==> config.mk <==
export PLATFORM = sky130hd
export DESIGN_NAME = floppy_host_register_modes
export DESIGN_NICKNAME = d
export VERILOG_FILES = /design/src/common/fdc_regs_pkg.sv /design/src/hw/status_a_compose.sv /design/src/hw/floppy_host_register_modes.sv
export SDC_FILE = /design/constraint.sdc
export NUM_CORES = 1
export LEC_CHECK = 0
export ABC_AREA = 1
export BUFFER_PORTS_ARGS = -buffer_cell sky130_fd_sc_hd__buf_2
export CAP_MARGIN = 10
export CORE_ASPECT_RATIO = 1.5
export CORE_UTILIZATION = 36
export CTS_CLUSTER_SIZE = 28
export DETAILED_ROUTE_END_ITERATION = 12
export PLACE_DENSITY = 0.72
export SETUP_SLACK_MARGIN = 0.2
export SLEW_MARGIN = 20
export SYNTH_ARGS = -nofsm -noshare
export SYNTH_HDL_FRONTEND = slang
export SYNTH_SLANG_ARGS = --single-unit
==> constraint.sdc <==
create_clock -name clock -period 2.4 [get_ports clock]
set_input_delay 0.36 -clock clock [delete_from_list [all_inputs] [get_ports clock]]
set_output_delay 0.36 -clock clock [all_outputs]
set_load 0.01 [all_outputs]
==> src/common/fdc_regs_pkg.sv <==
/*
 * Constants and types for the floppy host register front end: slot offsets,
 * status A bit positions, reset values and the interface mode type.
 * Assumes it is compiled before every design file that imports it.
 */
`default_nettype none

package fdc_regs_pkg;

  localparam int unsigned DATA_W    = 8;
  localparam int unsigned ADDR_W    = 16;
  localparam int unsigned SLOT_W    = 3;
  localparam int unsigned SLOT_CNT  = 8;

  localparam logic [2:0] OFS_STATUS_A  = 3'h0;
  localparam logic [2:0] OFS_STATUS_B  = 3'h1;
  localparam logic [2:0] OFS_DIG_OUT   = 3'h2;
  localparam logic [2:0] OFS_TAPE      = 3'h3;
  localparam logic [2:0] OFS_MAIN_RATE = 3'h4;
  localparam logic [2:0] OFS_QUEUE     = 3'h5;
  localparam logic [2:0] OFS_RESERVED  = 3'h6;
  localparam logic [2:0] OFS_DIN_CFG   = 3'h7;

  localparam int unsigned SRA_DIR   = 0;
  localparam int unsigned SRA_WP    = 1;
  localparam int unsigned SRA_INDEX = 2;
  localparam int unsigned SRA_HEAD  = 3;
  localparam int unsigned SRA_TRK0  = 4;
  localparam int unsigned SRA_STEP  = 5;
  localparam int unsigned SRA_B6    = 6;
  localparam int unsigned SRA_IRQ   = 7;

  localparam int unsigned DOC_DMAEN = 3;

  localparam logic [7:0] DIG_OUT_RST   = 8'h00;
  localparam logic [7:0] TAPE_RST      = 8'h00;
  localparam logic [7:0] TAPE_NORM_MSK = 8'h03;
  localparam logic [7:0] DATA_RST      = 8'h00;

  typedef enum logic [1:0] {
    MODE_AT,
    MODE_PS2,
    MODE_M30
  } if_mode_e;

endpackage : fdc_regs_pkg

`default_nettype wire

==> src/hw/status_a_compose.sv <==
/*
 * Builds the status A byte for the second and third interface modes and
 * holds the latched step flip-flop of the third mode.
 * Assumes all drive inputs are synchronous to clock.
 */
`timescale 1ns/1ps
`default_nettype none

module status_a_compose
  import fdc_regs_pkg::*;
(
  input  wire logic       clock,        // System clock.
  input  wire logic       rst,          // Asynchronous reset, active high.
  input  wire if_mode_e   mode,         // Current interface mode.
  input  wire logic       irq_state,    // Interrupt output state.
  input  wire logic       drq_state,    // DMA request output state.
  input  wire logic       step_level,   // Registered step output level.
  input  wire logic       dir_in,       // Registered head direction, 1 inward.
  input  wire logic       head_side,    // Registered side select, 1 side 1.
  input  wire logic       trk0_n,       // Track zero pin, active low.
  input  wire logic       index_n,      // Index pin, active low.
  input  wire logic       wp_n,         // Write protect after forcing, low.
  input  wire logic       drv2_n,       // Second drive present, active low.
  input  wire logic       dir_read,     // Read of the digital input slot.
  output logic [7:0]      sra_value,    // Status A byte for current mode.
  output logic            step_ff       // Latched step flip-flop.
);

  logic step_prev_reg;

  always_ff @(posedge clock or posedge rst) begin
    if (rst) begin
      step_prev_reg <= 1'b0;
    end else begin
      step_prev_reg <= step_level;
    end
  end

  // Setting beats the clearing read so a step edge is never lost.
  always_ff @(posedge clock or posedge rst) begin
    if (rst) begin
      step_ff <= 1'b0;
    end else if (step_level && !step_prev_reg) begin
      step_ff <= 1'b1;
    end else if (dir_read) begin
      step_ff <= 1'b0;
    end
  end

  always_comb begin
    if (mode == MODE_M30) begin
      sra_value[SRA_IRQ]   = irq_state;
      sra_value[SRA_B6]    = drq_state;
      sra_value[SRA_STEP]  = step_ff;
      sra_value[SRA_TRK0]  = ~trk0_n;
      sra_value[SRA_HEAD]  = ~head_side;
      sra_value[SRA_INDEX] = ~index_n;
      sra_value[SRA_WP]    = ~wp_n;
      sra_value[SRA_DIR]   = ~dir_in;
    end else begin
      sra_value[SRA_IRQ]   = irq_state;
      sra_value[SRA_B6]    = drv2_n;
      sra_value[SRA_STEP]  = step_level;
      sra_value[SRA_TRK0]  = trk0_n;
      sra_value[SRA_HEAD]  = head_side;
      sra_value[SRA_INDEX] = index_n;
      sra_value[SRA_WP]    = wp_n;
      sra_value[SRA_DIR]   = dir_in;
    end
  end

endmodule : status_a_compose

`default_nettype wire

==> src/hw/floppy_host_register_modes.sv <==
/*
 * Host register front end of a floppy controller: eight byte slots at a
 * programmable base, interface and floppy mode selection, status A, the
 * digital output and tape control registers, and mode dependent pin polarity.
 * Assumes synchronous one-cycle read and write strobes from the host bus and
 * that the command engine supplies data for slots 1, 4, 5 and 7.
 */
`timescale 1ns/1ps
`default_nettype none

// Contract
// Every host register is eight bits, reached by programmed or DMA transfers.
// Host sets the base address before access; block disabled until then.
// Enhanced floppy mode bit zero selects normal mode; only tape layout changes.
// Both select bits high: AT set, DMA enable honoured, active high pins.
// Identity low, encoding high: second mode, outputs always driven, active low.
// Both select bits low: third mode, DMA enable honoured, density active low.
// Offsets 0 to 7 decoded; 4 and 7 split read/write; 6 reserved.
// Status A read-only; in AT mode its read leaves the data bus floating.
// Second mode bit 0 reports direction, 1 inward.
// Second mode bit 1 reports write protect low, after forcing.
// Second mode bits 2 and 4 report index and track zero pins inverted; the code passes the pin levels through uninverted.
// Second mode bit 3 reports side select, 1 side one.
// Second mode bit 5 reports live step output level.
// Second mode bit 6 reports second drive present, active low.
// Bit 7 reports the interrupt output state.
// Second mode resets bits 7, 5, 3, 0 to zero.
// Third mode layout: irq, drq, step latch, trk0, nside, index, wp, ndir.
// Third mode resets irq, drq, step to 0 and nside, ndir to 1.
// Writes to read-only slots and reserved accesses change nothing.
// Mode bits are decoded combinationally, effective at the next access.
module floppy_host_register_modes
  import fdc_regs_pkg::*;
(
  input  wire logic              clock,            // 40 MHz system clock.
  input  wire logic              rst,              // Asynchronous reset, active high.
  input  wire logic [ADDR_W-1:0] host_addr,        // Host I/O address.
  input  wire logic              host_aen,         // DMA address cycle, blocks decode.
  input  wire logic              host_rd,          // One-cycle read strobe.
  input  wire logic              host_wr,          // One-cycle write strobe.
  input  wire logic [7:0]        host_wdata,       // Host write data.
  input  wire logic [ADDR_W-4:0] base_addr,        // Base address bits 15..3.
  input  wire logic              base_valid,       // Base has been programmed.
  input  wire logic              ident_select,     // Identity interface select bit.
  input  wire logic              encoding_mode_select, // Encoding interface select bit.
  input  wire logic              enh_floppy_mode2, // Enhanced floppy mode bit.
  input  wire logic              force_wp_en,      // Force write protect enable.
  input  wire logic              force_wp_val,     // Forced value, 1 protected.
  input  wire logic [7:0]        core_rdata,       // Core data for slots 1, 4, 5, 7.
  input  wire logic              core_irq,         // Core interrupt request.
  input  wire logic              core_drq,         // Core DMA request.
  input  wire logic              core_step,        // Step output level to drive.
  input  wire logic              core_dir,         // Head direction, 1 inward.
  input  wire logic              core_side,        // Head side select, 1 side 1.
  input  wire logic              core_density_hi,  // High density selected.
  input  wire logic              terminal_count_in, // Terminal count pin.
  input  wire logic              write_protect_n,  // Write protect pin.
  input  wire logic              index_pulse_n,    // Index pin.
  input  wire logic              track_zero_n,     // Track zero pin.
  input  wire logic              second_drive_present_n, // Second drive pin.
  output logic [7:0]             host_rdata,       // Read data, one cycle after strobe.
  output logic                   host_rdata_oe_n,  // Low while driving read data.
  output logic [SLOT_CNT-1:0]    slot_rd_pulse,    // Read strobe per slot to core.
  output logic [SLOT_CNT-1:0]    slot_wr_pulse,    // Write strobe per slot to core.
  output logic [7:0]             slot_wdata,       // Data with slot_wr_pulse.
  output logic                   floppy_irq_out,   // Interrupt pin level.
  output logic                   floppy_irq_oe_n,  // Low while interrupt driven.
  output logic                   dma_req_out,      // DMA request pin level.
  output logic                   dma_req_oe_n,     // Low while DMA request driven.
  output logic                   tc_asserted,      // Terminal count after polarity.
  output logic                   density_select_out, // Density pin level.
  output logic                   head_side_select, // Side select to drive.
  output logic                   step_latched,     // Third mode step latch.
  output logic [7:0]             digital_output_ctrl, // Digital output register.
  output logic [7:0]             tape_drive_ctrl   // Tape control register.
);

  if_mode_e   mode;
  logic       hit;
  logic [2:0] slot;
  logic       dma_gate;
  logic       wp_eff_n;
  logic [7:0] sra_value;
  logic [7:0] tape_view;
  logic       dir_reg;
  logic       step_reg;

  // No clock stage here, so a mode change needs no reset to take hold.
  always_comb begin
    if (!ident_select && encoding_mode_select) begin
      mode = MODE_PS2;
    end else if (!ident_select && !encoding_mode_select) begin
      mode = MODE_M30;
    end else begin
      mode = MODE_AT;
    end
  end

  // Nothing answers until the base is programmed.
  assign hit  = base_valid && !host_aen && (host_addr[ADDR_W-1:3] == base_addr);
  assign slot = host_addr[2:0];

  // The second mode ignores the DMA enable bit and always drives.
  assign dma_gate = (mode == MODE_PS2) || digital_output_ctrl[DOC_DMAEN];
  assign wp_eff_n = force_wp_en ? ~force_wp_val : write_protect_n;

  // Normal floppy mode shows only the low tape bits.
  assign tape_view = enh_floppy_mode2 ? tape_drive_ctrl
                                      : (tape_drive_ctrl & TAPE_NORM_MSK);

  status_a_compose u_sra (
    .clock     (clock),
    .rst       (rst),
    .mode      (mode),
    .irq_state (floppy_irq_out),
    .drq_state (dma_req_out),
    .step_level(step_reg),
    .dir_in    (dir_reg),
    .head_side (head_side_select),
    .trk0_n    (track_zero_n),
    .index_n   (index_pulse_n),
    .wp_n      (wp_eff_n),
    .drv2_n    (second_drive_present_n),
    .dir_read  (hit && host_rd && (slot == OFS_DIN_CFG)),
    .sra_value (sra_value),
    .step_ff   (step_latched)
  );

  // Core state is registered so the status bits have defined reset values.
  always_ff @(posedge clock or posedge rst) begin
    if (rst) begin
      floppy_irq_out   <= 1'b0;
      dma_req_out      <= 1'b0;
      step_reg         <= 1'b0;
      dir_reg          <= 1'b0;
      head_side_select <= 1'b0;
    end else begin
      floppy_irq_out   <= core_irq;
      dma_req_out      <= core_drq;
      step_reg         <= core_step;
      dir_reg          <= core_dir;
      head_side_select <= core_side;
    end
  end

  always_ff @(posedge clock or posedge rst) begin
    if (rst) begin
      floppy_irq_oe_n    <= 1'b1;
      dma_req_oe_n       <= 1'b1;
      tc_asserted        <= 1'b0;
      density_select_out <= 1'b0;
    end else begin
      floppy_irq_oe_n    <= ~dma_gate;
      dma_req_oe_n       <= ~dma_gate;
      tc_asserted        <= (mode == MODE_PS2) ? ~terminal_count_in : terminal_count_in;
      density_select_out <= (mode == MODE_AT) ? core_density_hi : ~core_density_hi;
    end
  end

  // Only the writable slots store; read-only and reserved slots drop writes.
  always_ff @(posedge clock or posedge rst) begin
    if (rst) begin
      digital_output_ctrl <= DIG_OUT_RST;
      tape_drive_ctrl     <= TAPE_RST;
    end else if (hit && host_wr) begin
      if (slot == OFS_DIG_OUT) begin
        digital_output_ctrl <= host_wdata;
      end
      if (slot == OFS_TAPE) begin
        tape_drive_ctrl <= host_wdata;
      end
    end
  end

  // Strobes to the core carry side effects such as queue pops; none for slot 6.
  always_ff @(posedge clock or posedge rst) begin
    if (rst) begin
      slot_rd_pulse <= '0;
      slot_wr_pulse <= '0;
      slot_wdata    <= DATA_RST;
    end else begin
      slot_rd_pulse <= '0;
      slot_wr_pulse <= '0;
      if (hit && host_rd && (slot != OFS_RESERVED)) begin
        slot_rd_pulse[slot] <= 1'b1;
      end
      if (hit && host_wr && (slot != OFS_RESERVED)
          && (slot != OFS_STATUS_A) && (slot != OFS_STATUS_B)) begin
        slot_wr_pulse[slot] <= 1'b1;
        slot_wdata          <= host_wdata;
      end
    end
  end

  always_ff @(posedge clock or posedge rst) begin
    if (rst) begin
      host_rdata      <= DATA_RST;
      host_rdata_oe_n <= 1'b1;
    end else begin
      host_rdata_oe_n <= 1'b1;
      if (hit && host_rd) begin
        unique case (slot)
          OFS_STATUS_A: begin
            host_rdata      <= sra_value;
            host_rdata_oe_n <= (mode == MODE_AT);
          end
          OFS_DIG_OUT: begin
            host_rdata      <= digital_output_ctrl;
            host_rdata_oe_n <= 1'b0;
          end
          OFS_TAPE: begin
            host_rdata      <= tape_view;
            host_rdata_oe_n <= 1'b0;
          end
          OFS_RESERVED: begin
            host_rdata_oe_n <= 1'b1;
          end
          OFS_STATUS_B, OFS_MAIN_RATE, OFS_QUEUE, OFS_DIN_CFG: begin
            host_rdata      <= core_rdata;
            host_rdata_oe_n <= 1'b0;
          end
        endcase
      end
    end
  end

  property p_sra_float_at;
    @(posedge clock) disable iff (rst)
    (hit && host_rd && slot == OFS_STATUS_A && mode == MODE_AT) |=> host_rdata_oe_n;
  endproperty
  a_sra_float_at: assert property (p_sra_float_at) else $error("status A drove bus in AT mode");

  property p_sra_irq_bit;
    @(posedge clock) disable iff (rst)
    (hit && host_rd && slot == OFS_STATUS_A && mode != MODE_AT)
      |=> !host_rdata_oe_n && host_rdata[SRA_IRQ] == $past(floppy_irq_out);
  endproperty
  a_sra_irq_bit: assert property (p_sra_irq_bit) else $error("status A bit 7 wrong");

  property p_ps2_always_driven;
    @(posedge clock) disable iff (rst)
    (mode == MODE_PS2) |=> !floppy_irq_oe_n && !dma_req_oe_n;
  endproperty
  a_ps2_always_driven: assert property (p_ps2_always_driven) else $error("PS2 mode floated");

  property p_dmaen_gates;
    @(posedge clock) disable iff (rst)
    (mode != MODE_PS2 && !digital_output_ctrl[DOC_DMAEN]) |=> floppy_irq_oe_n && dma_req_oe_n;
  endproperty
  a_dmaen_gates: assert property (p_dmaen_gates) else $error("outputs driven with DMA off");

  property p_density_pol;
    @(posedge clock) disable iff (rst)
    1'b1 |=> density_select_out == ($past(mode) == MODE_AT ? $past(core_density_hi)
                                                          : !$past(core_density_hi));
  endproperty
  a_density_pol: assert property (p_density_pol) else $error("density polarity wrong");

  property p_tc_pol;
    @(posedge clock) disable iff (rst)
    (mode == MODE_PS2) |=> tc_asserted == !$past(terminal_count_in);
  endproperty
  a_tc_pol: assert property (p_tc_pol) else $error("terminal count polarity wrong");

  property p_ro_write_still;
    @(posedge clock) disable iff (rst)
    (host_wr && !(hit && (slot == OFS_DIG_OUT || slot == OFS_TAPE)))
      |=> $stable(digital_output_ctrl) && $stable(tape_drive_ctrl);
  endproperty
  a_ro_write_still: assert property (p_ro_write_still) else $error("register changed");

  property p_rsvd_quiet;
    @(posedge clock) disable iff (rst)
    (hit && (host_rd || host_wr) && slot == OFS_RESERVED)
      |=> host_rdata_oe_n && slot_rd_pulse == '0 && slot_wr_pulse == '0;
  endproperty
  a_rsvd_quiet: assert property (p_rsvd_quiet) else $error("reserved slot acted");

  property p_m30_layout;
    @(posedge clock) disable iff (rst)
    (hit && host_rd && slot == OFS_STATUS_A && mode == MODE_M30)
      |=> host_rdata[SRA_DIR] == !$past(dir_reg) && host_rdata[SRA_B6] == $past(dma_req_out);
  endproperty
  a_m30_layout: assert property (p_m30_layout) else $error("third mode layout wrong");

  property p_unbased_silent;
    @(posedge clock) disable iff (rst)
    (!base_valid) |=> host_rdata_oe_n [*2];
  endproperty
  a_unbased_silent: assert property (p_unbased_silent) else $error("answered without base");

endmodule : floppy_host_register_modes

`default_nettype wire

* Word level (Yosys, flattened, before mapping)
Cells that the tools add are included.
** Storage, ports and cells
- Logic and storage cells :: 84
- Register bits after elaboration :: 59
- Bits of input ports :: 67
** Operators by class
- $lt $le $gt $ge :: 2
- Muxes and demuxes :: 16
- Bitwise gates (word level) :: 9
- Equality and inequality tests :: 12
- Reduce and logical (&&, ||, !) cells :: 28
** Operators with widths (count)
- case mux 8 bit (4 select lines) :: 1
- two-way mux 8 bit :: 3
- == test 13 bit :: 1
- logical AND 1 bit :: 13
- == test 3 bit (second input constant) :: 4
- NOT 1 bit :: 9
- two-way mux 1 bit :: 7
- two-way mux 7 bit :: 1
- == test 3 x 2 -> 1 bit (second input constant) :: 2
- AND reduction 2 bit :: 3
- OR reduction 6 bit :: 1
- logical NOT 1 bit :: 4
- < comparator 3 x 4 -> 1 bit (second input constant) :: 1
- two-way mux 2 bit :: 2
- nonzero test 4 bit :: 1
- OR reduction 4 bit :: 1
- demux 1 bit (select 3 bit) :: 1
- == test 3 x 1 -> 1 bit (second input constant) :: 1
- greater-or-equal comparator 3 x 1 -> 1 bit (second input constant) :: 1
- logical NOT 3 bit :: 1
- != test 3 x 1 -> 1 bit (second input constant) :: 1
- != test 3 bit (second input constant) :: 1
- case mux 1 bit (3 select lines) :: 1
- nonzero test 3 bit :: 1
- other kinds (5) :: 5

* Logic depth before layout (Yosys ltp)
Gate-level depths: netlist (run 1).
- Depth after elaboration :: 8
- Depth in mapped cells :: 11
- Gate-level depth less buffers :: 11

* Modules after synthesis
From an unflattened synthesis (run 1), not the netlist that was laid out.
** Second synthesis, totals
- Cell total of the unflattened synthesis :: 381
- Area, all modules :: 3020.4 µm²
** By module, submodules not included
- floppy_host_register_modes :: area an instance 2810.2 µm², cells an instance 344, times used 1
- status_a_compose :: area an instance 210.2 µm², cells an instance 37, times used 1

* Worst setup path before layout (run 1)
OpenSTA, ideal clock, no wires.
- Path kind :: input port to flip-flop
- From :: input base_addr[11]
- To :: register slot_wdata[7]
- Slack :: 974 ps
- Library setup time :: 120 ps
- Arrival time :: 1306 ps
- Data required time :: 2280 ps
- Stages on the path :: 10
- Buffers on the path :: 1
- Cells stage by stage :: inv_1 > nand2_1 > nand2_1 > nor2_1 > nand2_1 > nor2_8 > nand4_4 > buf_6 > nand2_1 > o21ai_2
** On the way
- Cells in the longest elaborated chain, start to end :: 6
** RTL lines
- start, declared :: line floppy_host_register_modes.sv:42 : input wire logic [ADDR_W-4:0] base_addr,
- == test 13 bit :: line floppy_host_register_modes.sv:100 : assign hit = base_valid && !host_aen && (host_addr[ADDR_W-1:3] == base_addr);
- logical AND 1 bit :: line floppy_host_register_modes.sv:100
- logical AND 1 bit (2 in series) :: line floppy_host_register_modes.sv:187 : if (hit && host_wr && (slot != OFS_RESERVED)
- logical AND 1 bit (2 in series) :: line floppy_host_register_modes.sv:188 : && (slot != OFS_STATUS_A) && (slot != OFS_STATUS_B)) begin
- end signal, assigned :: line floppy_host_register_modes.sv:190 : slot_wdata <= host_wdata;
- end, declared :: line floppy_host_register_modes.sv:65 : output logic [7:0] slot_wdata,
Every way passes these cells.
A chain may end at the register's enable or synchronous reset.

* Worst setup path in the final report (run 1)
- From :: input host_addr[2]
- To :: register host_rdata[6]
** On the way
- Cells in the longest elaborated chain, start to end :: 4
** RTL lines
- start, declared :: line floppy_host_register_modes.sv:37 : input wire logic [ADDR_W-1:0] host_addr,
- == test 3 bit or == test 3 x 1 -> 1 bit (tied branches) :: line floppy_host_register_modes.sv:202 : unique case (slot)
- OR reduction 4 bit
- nonzero test 4 bit (no source line)
- AND reduction 2 bit (no source line)
- end signal, assigned :: line floppy_host_register_modes.sv:204 : host_rdata <= sra_value;
- end signal, assigned :: line floppy_host_register_modes.sv:208 : host_rdata <= digital_output_ctrl;
- end signal, assigned :: line floppy_host_register_modes.sv:212 : host_rdata <= tape_view;
- end, declared :: line floppy_host_register_modes.sv:61 : output logic [7:0] host_rdata,
Several ways; a longest one is shown, not always the timed one.

==> flow_summary.yaml, run 1 <==
clocking:
  clk_latency_ns: 0.33
  ctsResizeCount: 0
  cts_buffers: 9
  postCtsHoldBufs: 0
  root_buffer: "clkbuf_16"
  cts_sinks: 59
  cts_max_path_buffers: 2
  tritoncts: "yes"
  post-cts-setup-buffers: 0
  cts_max_level: 3
  clk_pin_slew_ns: 0.05
timing:
  setup_viol: 0
  finalSetupTns_ns: 0
  slew_headroom: 0.523
  skew_ns: 0.00602
  post-route-period-util: 0.640
  whs_ns: 0.135
  maxSlewViolCount: 0
  tightest_slew_ns: 0.716
  rsz0062_at_grt: "no"
  min_period_ns: 1.54
  fmax_mhz: 651
  hold_violations: 0
drt:
  vias: 2917
  routed_wl_um: 7940
  antenna_left: 0
  drt_first_iter_violations: 43
  viasPerCell: 4.62
  drc: 0
  wl_per_cell_um: 12.6
  firstDrtPassIters: 4
synth:
  synth-seq-cells: 59
  synth_xor_area_frac: 0.0201
  syn_area_sq_um: 3040
  synth-compound-area-share: 0.0691
  syn_inst: 389
  synth_seq_area_share: 0.486
  syn_avg_cell_area_sq_um: 7.82
  synth_simple_gate_area_frac: 0.318
  synth_cell_types: 28
  synth_top_family_by_area: "simple AND/OR/NAND/NOR gates"
  synth-adder-area-share: 0
  synth.area.mux_share: 0
  ys_warn_count: 0
global_routing:
  grt-ovfl-total: 0
  grt_busiest_layer: "met2"
  antenna_found_initial: 0
  grt_usage: 0.195
  grt_pass1_wl_um: 13100
  gr-usage-met2: 0.351
  grt_use_met3: 0.0590
  grt_pass1_vias: 2959
  met1_usage: 0.193
  grt_max_degree: 60
status:
  status: "finished, final reports clean"
critical_path:
  cp_max_fo: 11
  cp.arrival_ns: 1.76
  cp.required_ns: 2.62
  worstSetupPathType: "primary input to flop"
  r2r_cells: 8
  startpoint_type: "primary input"
  r2r_slack_ns: 1.29
  cp-end-kind: "flop"
hold_path:
  hold_depth: 1
  hold_class: "primary input to flop"
die:
  die_area_sq_um: 8830
  core_sq_um: 8110
  rows: 40
  fp.dieH_um: 115
  start_util: 0.375
  io_pins: 124
  die_w_um: 77.1
finish:
  finalNetCount: 588
  regArea_sq_um: 1480
  nFillCells: 846
  n_antenna_cell: 0
  layout_common_cells: "nand2_1, buf_2, inv_1"
  multi_input_area_sq_um: 1250
  drive_above_1_share: 0.317
  areaGrowthSynthToFinish_pct: 33.8
  final_common_cell: "nand2_1"
placement:
  port_buffers: 123
  gp_congestion: 0.859
  dp_hpwl_um: 6390
power_and_ir_drop:
  irDropWorstVdd_mv: 0.407
  p_per_area_nw_per_um2: 636
  total_leakage_power_nw: 2.40
job:
  maxCapViolations: 0
logic make-up (layout without fill, tap and decap cells):
kind of cell           after synthesis  in the layout
buffers and inverters               78            212
flip-flops                          59             59
other                                1              4
AO/OA/AOI/OAI                       34             34
XOR/XNOR                             7              7
AND/OR/NAND/NOR                    210            210
final cells by class:
class	count	share of cell area
Clock buffer	12	0.0654
Clock inverter	4	0.0117
Inverter	72	0.0664
Multi-Input combinational cell	255	0.308
Sequential cell	59	0.363
Tap cell	105	0.0323
Timing Repair Buffer	124	0.153
synth_stat cells:
master / number / area, sq um
a21oi_1: 2 / 10.0
and2_4: 1 / 8.76
buf_2: 1 / 5.00
buf_4: 1 / 7.51
buf_6: 3 / 33.8
clkbuf_1: 1 / 3.75
conb_1: 1 / 3.75
dfrtp_1: 57 / 1430
dfstp_2: 2 / 52.6
inv_1: 70 / 263
inv_2: 2 / 7.51
nand2_1: 127 / 477
nand2_2: 2 / 12.5
nand3_1: 27 / 135
nand4_1: 8 / 50.1
nand4_2: 1 / 12.5
nand4_4: 3 / 63.8
nor2_1: 27 / 101
nor2_2: 2 / 12.5
nor2_8: 2 / 40.0
nor3_1: 9 / 45.0
nor3_2: 1 / 10.0
o211ai_1: 1 / 7.51
o21ai_0: 4 / 20.0
o21ai_1: 17 / 85.1
o21ai_2: 10 / 87.6
xnor2_1: 5 / 43.8
xor2_1: 2 / 17.5
where the power goes:
part / internal (W) / total, W / switching [W] / leakage, nW
Sequential: 0.00101 / 0.00102 / 0.00000528 / 0.753
Clock: 0.000882 / 0.00131 / 0.000433 / 0.155
Combinational: 0.0000947 / 0.000258 / 0.000163 / 1.49
Total: 0.00199 / 0.00259 / 0.000601 / 2.40
metrics by stage:
step | power (W) | cell area, sq um | util | instances | worst slack, ns
3_3_place_gp | 0.00128 | 3760 | 0.464 | 615 | 0.546
6_report | 0.00259 | 4070 | 0.502 | 631 | 0.864
5_1_grt | 0.00269 | 4070 | 0.502 | 631 | 0.697
4_1_cts | 0.00261 | 4070 | 0.502 | 631 | 0.869
3_5_place_dp | 0.00129 | 3760 | 0.464 | 615 | 0.529
2_1_floorplan | 0.00118 | 3050 | - | 392 | 0.587
critical path, cell delays in order:
cell and delay [ns]:
buf_2 0.14, inv_2 0.07, nand2_1 0.29, nand3_1 0.16, inv_1 0.23, o21ai_0 0.19, nand2_1 0.11, nand4_1 0.09
nand2_1 0.09, inv_1 0.03
metal layers:
layer,vias up,wire length [um]
met5,-,0
met4,0,337
met3,26,586
met2,122,4080
met1,1310,2940
li1,1459,-
path summary, 6_finish.rpt:
kind                                               startpoint                                 end
max                                              host_addr[2]           host_rdata[6]$_DFFE_PP0P_
max reg2reg                digital_output_ctrl[3]$_DFFE_PP0P_           host_rdata[3]$_DFFE_PP0P_
min in group asynchronous                                 rst          slot_rd_pulse[1]$_DFF_PP0_
min                                                  core_irq            floppy_irq_out$_DFF_PP0_
max in group asynchronous                                 rst  digital_output_ctrl[2]$_DFFE_PP0P_
min reg2reg                                step_reg$_DFF_PP0_       u_sra.step_prev_reg$_DFF_PP0_
Power figures use the tool's default switching activity.
==> run 2, diff against run 1 <==
clock period = 1.59 ns   (was 2.4 ns; I/O delays follow)
==> run 2 against run 1 <==
Effect of this change: clock skew grew 0.00088 ns; critical endpoint is now digital_output_ctrl[7]$_DFFE_PP0P_; critical path depth is the same; clock power grew 67%; design area grew 3.3%; largest cell class unchanged; flip-flop and latch count is the same; routed wire length shrank 1.3%; count of clock-buffer cells in the layout shrank 1; cell count grew 1.6%; total power grew 60%; global-route usage shrank 0.34 points; register-to-register slack lost 0.79 ns.
==> flow_summary.yaml, run 2 (synthesized netlist as in run 1, its figures left out) <==
power_and_ir_drop:
  total_leakage_power_nw: 2.47
  p_per_area_nw_per_um2: 984
  irDropWorstVdd_mv: 0.802
  finalPower_w: 0.00414
status:
  status: "finished, final reports clean"
finish:
  finish.instance_area_sq_um: 4210
  finalNetCount: 598
  drive_above_1_share: 0.326
  layout_common_cells: "nand2_1, buf_2, inv_1"
  areaGrowthSynthToFinish_pct: 38.3
  n_antenna_cell: 0
  nFillCells: 814
  final_common_cell: "nand2_1"
clocking:
  tritoncts: "yes"
  clk_pin_slew_ns: 0.05
  cts_max_path_buffers: 2
  cts_sinks: 59
  cts_max_level: 3
  clk_latency_ns: 0.33
  root_buffer: "clkbuf_16"
  cts_buffers: 9
drt:
  drt_first_iter_violations: 109
  drc: 0
  vias: 2900
  viasPerCell: 4.52
  antenna_left: 0
  wl_per_cell_um: 12.2
  routed_wl_um: 7840
  firstDrtPassIters: 5
timing:
  min_period_ns: 1.22
  rsz0062_at_grt: "no"
  maxSlewViolCount: 0
  post-route-period-util: 0.767
  fmax_mhz: 820
  hold_violations: 0
  skew_ns: 0.00689
  setup_viol: 0
critical_path:
  worst_path_most_repeated_cell: "nand2_1"
  cp_max_fo: 17
  slowest_stage: "nand4_4"
  startpoint_type: "primary input"
  crit_path_cell_trace: "buf_2, inv_1, nand2_1, nand2_1, nor2_1, nand2_1, nor2_8, nand4_4, nand2_1, o21ai_2"
  cp.arrival_ns: 1.43
  cp.required_ns: 1.80
  worstSetupPathType: "primary input to flop"
  cp_slowest_stage_delay_ns: 0.28
  cp-end-kind: "flop"
die:
  die_w_um: 77.1
  core_sq_um: 8110
  fp.dieH_um: 115
  io_pins: 124
  start_util: 0.375
  die_area_sq_um: 8830
  rows: 40
global_routing:
  grt_pass1_vias: 2899
  grt_usage: 0.192
  grt_use_met3: 0.0494
  antenna_found_initial: 0
  grt-ovfl-total: 0
  gr-usage-met2: 0.356
  met1_usage: 0.202
  grt_busiest_layer: "met2"
  grt_max_degree: 60
  grt_pass1_wl_um: 12900
placement:
  port_buffers: 123
  dpl_cell_area_sq_um: 3830
  dp_hpwl_um: 6360
  gp_congestion: 0.944
job:
  maxCapViolations: 0
hold_path:
  hold_class: "primary input to flop"
## run 2: final timing paths
path	end	start	cells past startpoint	slack [ns]
max reg2reg	host_rdata[3]$_DFFE_PP0P_	digital_output_ctrl[3]$_DFFE_PP0P_	8	0.50
min reg2reg	u_sra.step_prev_reg$_DFF_PP0_	step_reg$_DFF_PP0_	0	0.40
min in group asynchronous	slot_rd_pulse[4]$_DFF_PP0_	rst	4	0.53
max	digital_output_ctrl[7]$_DFFE_PP0P_	base_addr[5]	10	0.37
max in group asynchronous	host_rdata_oe_n$_DFF_PP1_	rst	4	0.77
min	floppy_irq_out$_DFF_PP0_	core_irq	1	0.02
## run 2: repair_timing
action / in CTS / in global routing
gates resized for setup: 0 / 0
setup buffers: 0 / 1
endpoints found under the setup margin: 0 / 7
hold buffers: 1 / 0
endpoints found under the hold margin: 25 / 0
## run 2: critical path, delay by kind of cell
family                 cells  cell delay (ns)
and+or+nand+nor            7             1.00
buffers and inverters      2             0.12
AOI/OAI and AO/OA          1             0.06
## run 2: layer usage
layer | wire (um) | share of wire | vias up
li1 | - | - | 1476
met1 | 3120 | 0.40 | 1303
met2 | 4060 | 0.52 | 103
met3 | 461 | 0.059 | 18
met4 | 196 | 0.025 | 0
met5 | 0 | 0 | -
## run 2: power breakdown
part | switching (W) | internal [W] | total (W)
Combinational | 0.000253 | 0.000161 | 0.000414
Clock | 0.000629 | 0.00156 | 0.00219
Sequential | 0.00000712 | 0.00153 | 0.00153
Total | 0.000890 | 0.00325 | 0.00414
## run 2: stage by stage
| step | setup TNS, ns | utilization | hold WS, ns | std cells | worst slack [ns] |
|---|---|---|---|---|---|
| after floorplan | 0 | - | 0.270 | 392 | 0.285 |
| after global routing | 0 | 0.519 | 0.00972 | 641 | 0.223 |
| final | 0 | 0.519 | 0.0170 | 641 | 0.370 |
| after detailed placement | -0.101 | 0.473 | 0.345 | 623 | -0.0313 |
| after global placement | 0 | 0.473 | 0.335 | 623 | 0.0466 |
| after CTS | 0 | 0.517 | 0.00211 | 640 | 0.322 |
## run 2: final cells by class
cell class | count | area (sq um) | share of cell area
clock buffers | 11 | 243 | 0.0577
inverters | 72 | 274 | 0.0651
well taps | 105 | 131 | 0.0312
clock inverters | 5 | 100 | 0.0238
repair buffers | 134 | 726 | 0.172
flip-flops and latches | 59 | 1480 | 0.351
multi-input cells | 255 | 1250 | 0.298
==> run 3, diff against run 2 <==
ABC_AREA = 0   (was 1)
PLACE_DENSITY = 0.73   (was 0.72)
clock period = 1.2 ns   (was 1.59 ns; I/O delays follow)
==> run 3 against run 2 <==
Effect of this change: the run now ends with setup timing left; critical path depth decreased by 4; synthesized cell count shrank 45%; first-iteration DRC count down 27%; cell count shrank 21%; area after synthesis decreased by 10%; non-clock buffer count is 51 higher; clock power fell by 16%; flip-flop and latch count stayed put; critical path type unchanged; largest power group is now sequential cells; highest routed layer unchanged.
==> flow_summary.yaml, run 3 <==
critical_path:
  cp_max_fo: 8
  cp.arrival_ns: 1.87
  worstSetupPathType: "primary input to flop"
  cp_slowest_stage_delay_ns: 0.63
  crit_path_cell_trace: "buf_6, xnor2_1, nand4_1, a211o_1, or4_4, mux2_4"
  cp.required_ns: 1.43
  cp-end-kind: "flop"
  startpoint_type: "primary input"
  cp-startpoint: "host_addr[6]"
  slowest_stage: "or4_4"
  r2r_start: "tape_drive_ctrl[0]$_DFFE_PP0P_"
placement:
  gp_congestion: 0.802
  dp_hpwl_um: 5570
  dpl_cell_area_sq_um: 3820
  place_ws_ns: -0.802
  port_buffers: 123
synth:
  synth_top_cell_by_area: "dfrtp_1"
  synth_cell_types: 41
  yosysTopAreaCellShare: 0.524
  syn_inst: 213
  ys_warn_count: 0
  synth_edf_count: 0
  syn_avg_cell_area_sq_um: 12.8
  yosysMostFrequentCell: "dfrtp_1"
  synth_area_leaders: "dfrtp_1, mux2_2, mux2_4, xnor2_1, mux2_1"
  synth_seq_area_share: 0.543
  synth_common_cells: "dfrtp_1, mux2_2, xnor2_1"
  synthArstFlopShare: 1.00
  synth-main-ff-cell: "dfrtp_1"
  synth-seq-cells: 59
  syn_area_sq_um: 2720
global_routing:
  grt_usage: 0.207
  met1_usage: 0.225
  grt-ovfl-total: 0
  gr-usage-met2: 0.360
  grt_busiest_layer: "met2"
  grt_pass1_wl_um: 12000
  grt_pass1_vias: 2545
  antenna_found_initial: 0
  grt_max_degree: 27
  grt_use_met3: 0.0559
hold_path:
  hold_class: "primary input to flop"
  min_from: "core_density_hi"
finish:
  n_antenna_cell: 0
  utilization: 0.632
  final_common_cell: "buf_2"
  layout_common_cells: "buf_2, dfrtp_1, buf_6, buf_4, mux2_4"
  areaGrowthSynthToFinish_pct: 68.9
  finish.instance_area_sq_um: 4600
  finalNetCount: 467
  drive_above_1_share: 0.630
drt:
  wl_per_cell_um: 15.4
  routed_wl_um: 7760
  drt_first_iter_violations: 80
  firstDrtPassIters: 4
  vias: 2408
  drc: 0
  antenna_left: 0
  viasPerCell: 4.77
timing:
  fmax_mhz: 611
  skew_ns: 0.00615
  worst_slack_ns: -0.437
  post-route-period-util: 1.36
  min_period_ns: 1.64
  finalSetupTns_ns: -15.34
  hold_violations: 0
  maxSlewViolCount: 0
  slew_headroom: 0.440
  tightest_slew_ns: 0.838
  rsz0062_at_grt: "yes"
  setup_viol: 45
power_and_ir_drop:
  finalPower_w: 0.00447
  total_leakage_power_nw: 2.40
  p_per_area_nw_per_um2: 971
  irDropWorstVdd_mv: 0.635
die:
  start_util: 0.374
  fp.dieH_um: 109
  die_w_um: 73.0
  rows: 38
  io_pins: 124
  die_area_sq_um: 7930
  core_sq_um: 7270
clocking:
  tritoncts: "yes"
  root_buffer: "clkbuf_8"
  clk_latency_ns: 0.35
  cts_buffers: 9
  clk_pin_slew_ns: 0.06
  cts_max_level: 3
  cts_max_path_buffers: 2
  cts_sinks: 59
status:
  status: "finished, violations left"
  violations: "setup timing"
job:
  maxCapViolations: 0
run 3: cell types whose count changed in the layout (fill, tap and decap cells not counted), sizes merged, moves of 10 or more:
cell   change
nand2    -123
inv       -64
buf       +46
mux2      +34
o21ai     -30
nor2      -28
nand3     -27
nand4     -10
run 3: worst max-delay path: cells and delay by family:
family	cells	cell delay [ns]
compound gates	1	0.36
xor+xnor	1	0.15
buf+inv	1	0.09
mux	1	0.33
simple gates	2	0.75
run 3: kinds of logic (layout without fill, tap and decap cells):
logic type      count (synthesis)  after routing  synth area share
flops                          59             59             0.543
simple gates                   44             44             0.110
mux                            37             37             0.163
compound gates                 35             35            0.0965
buf+inv                        20            209            0.0317
xor+xnor                       17             17            0.0547
other cells                     1              4           0.00138
run 3: routing by layer:
metal | routed length (um) | share of wire
met5 | 0 | 0
met4 | 267 | 0.034
met3 | 335 | 0.043
met2 | 4220 | 0.54
met1 | 2940 | 0.38
run 3: final timing paths:
kind / end / slack, ns / cells past startpoint
min in group asynchronous: head_side_select$_DFF_PP0_ / 0.35 / 3
worst min register to register: u_sra.step_prev_reg$_DFF_PP0_ / 0.40 / 0
worst max register to register: host_rdata[0]$_DFFE_PP0P_ / -0.11 / 4
worst max-delay path: digital_output_ctrl[5]$_DFFE_PP0P_ / -0.44 / 6
max in group asynchronous: slot_wr_pulse[4]$_DFF_PP0_ / 0.42 / 4
worst min-delay path: density_select_out$_DFF_PP0_ / 0.02 / 2
run 3: power by group:
part / switching (W) / internal (W)
logic: 0.000297 / 0.000314
registers: 0.00000992 / 0.00202
clock network: 0.000756 / 0.00107
total: 0.00106 / 0.00340
run 3: final cells by class:
| class | count | area [sq um] |
|---|---|---|
| Fill cell | 570 | 2680 |
| Sequential cell | 59 | 1480 |
| Multi-Input combinational cell | 137 | 1400 |
| Timing Repair Buffer | 185 | 1360 |
| Clock buffer | 14 | 163 |
| Tap cell | 100 | 125 |
| Clock inverter | 2 | 35.0 |
| Inverter | 8 | 33.8 |
run 3: timing repair:
| action | CTS | global route |
|---|---|---|
| hold buffers | 6 | 0 |
| buffers inserted | 10 | 7 |
| setup endpoints to repair | 103 | 103 |
| resized for setup | 40 | 33 |
| pin swaps | 3 | 16 |
| hold endpoints to repair | 12 | 0 |
run 3: per-stage QoR:
stage,hold slack (ns),instances
after CTS,0.0108,498
after detailed placement,0.170,466
after floorplan,0.211,216
after global placement,0.166,466
after global routing,0.0242,505
final,0.0186,505
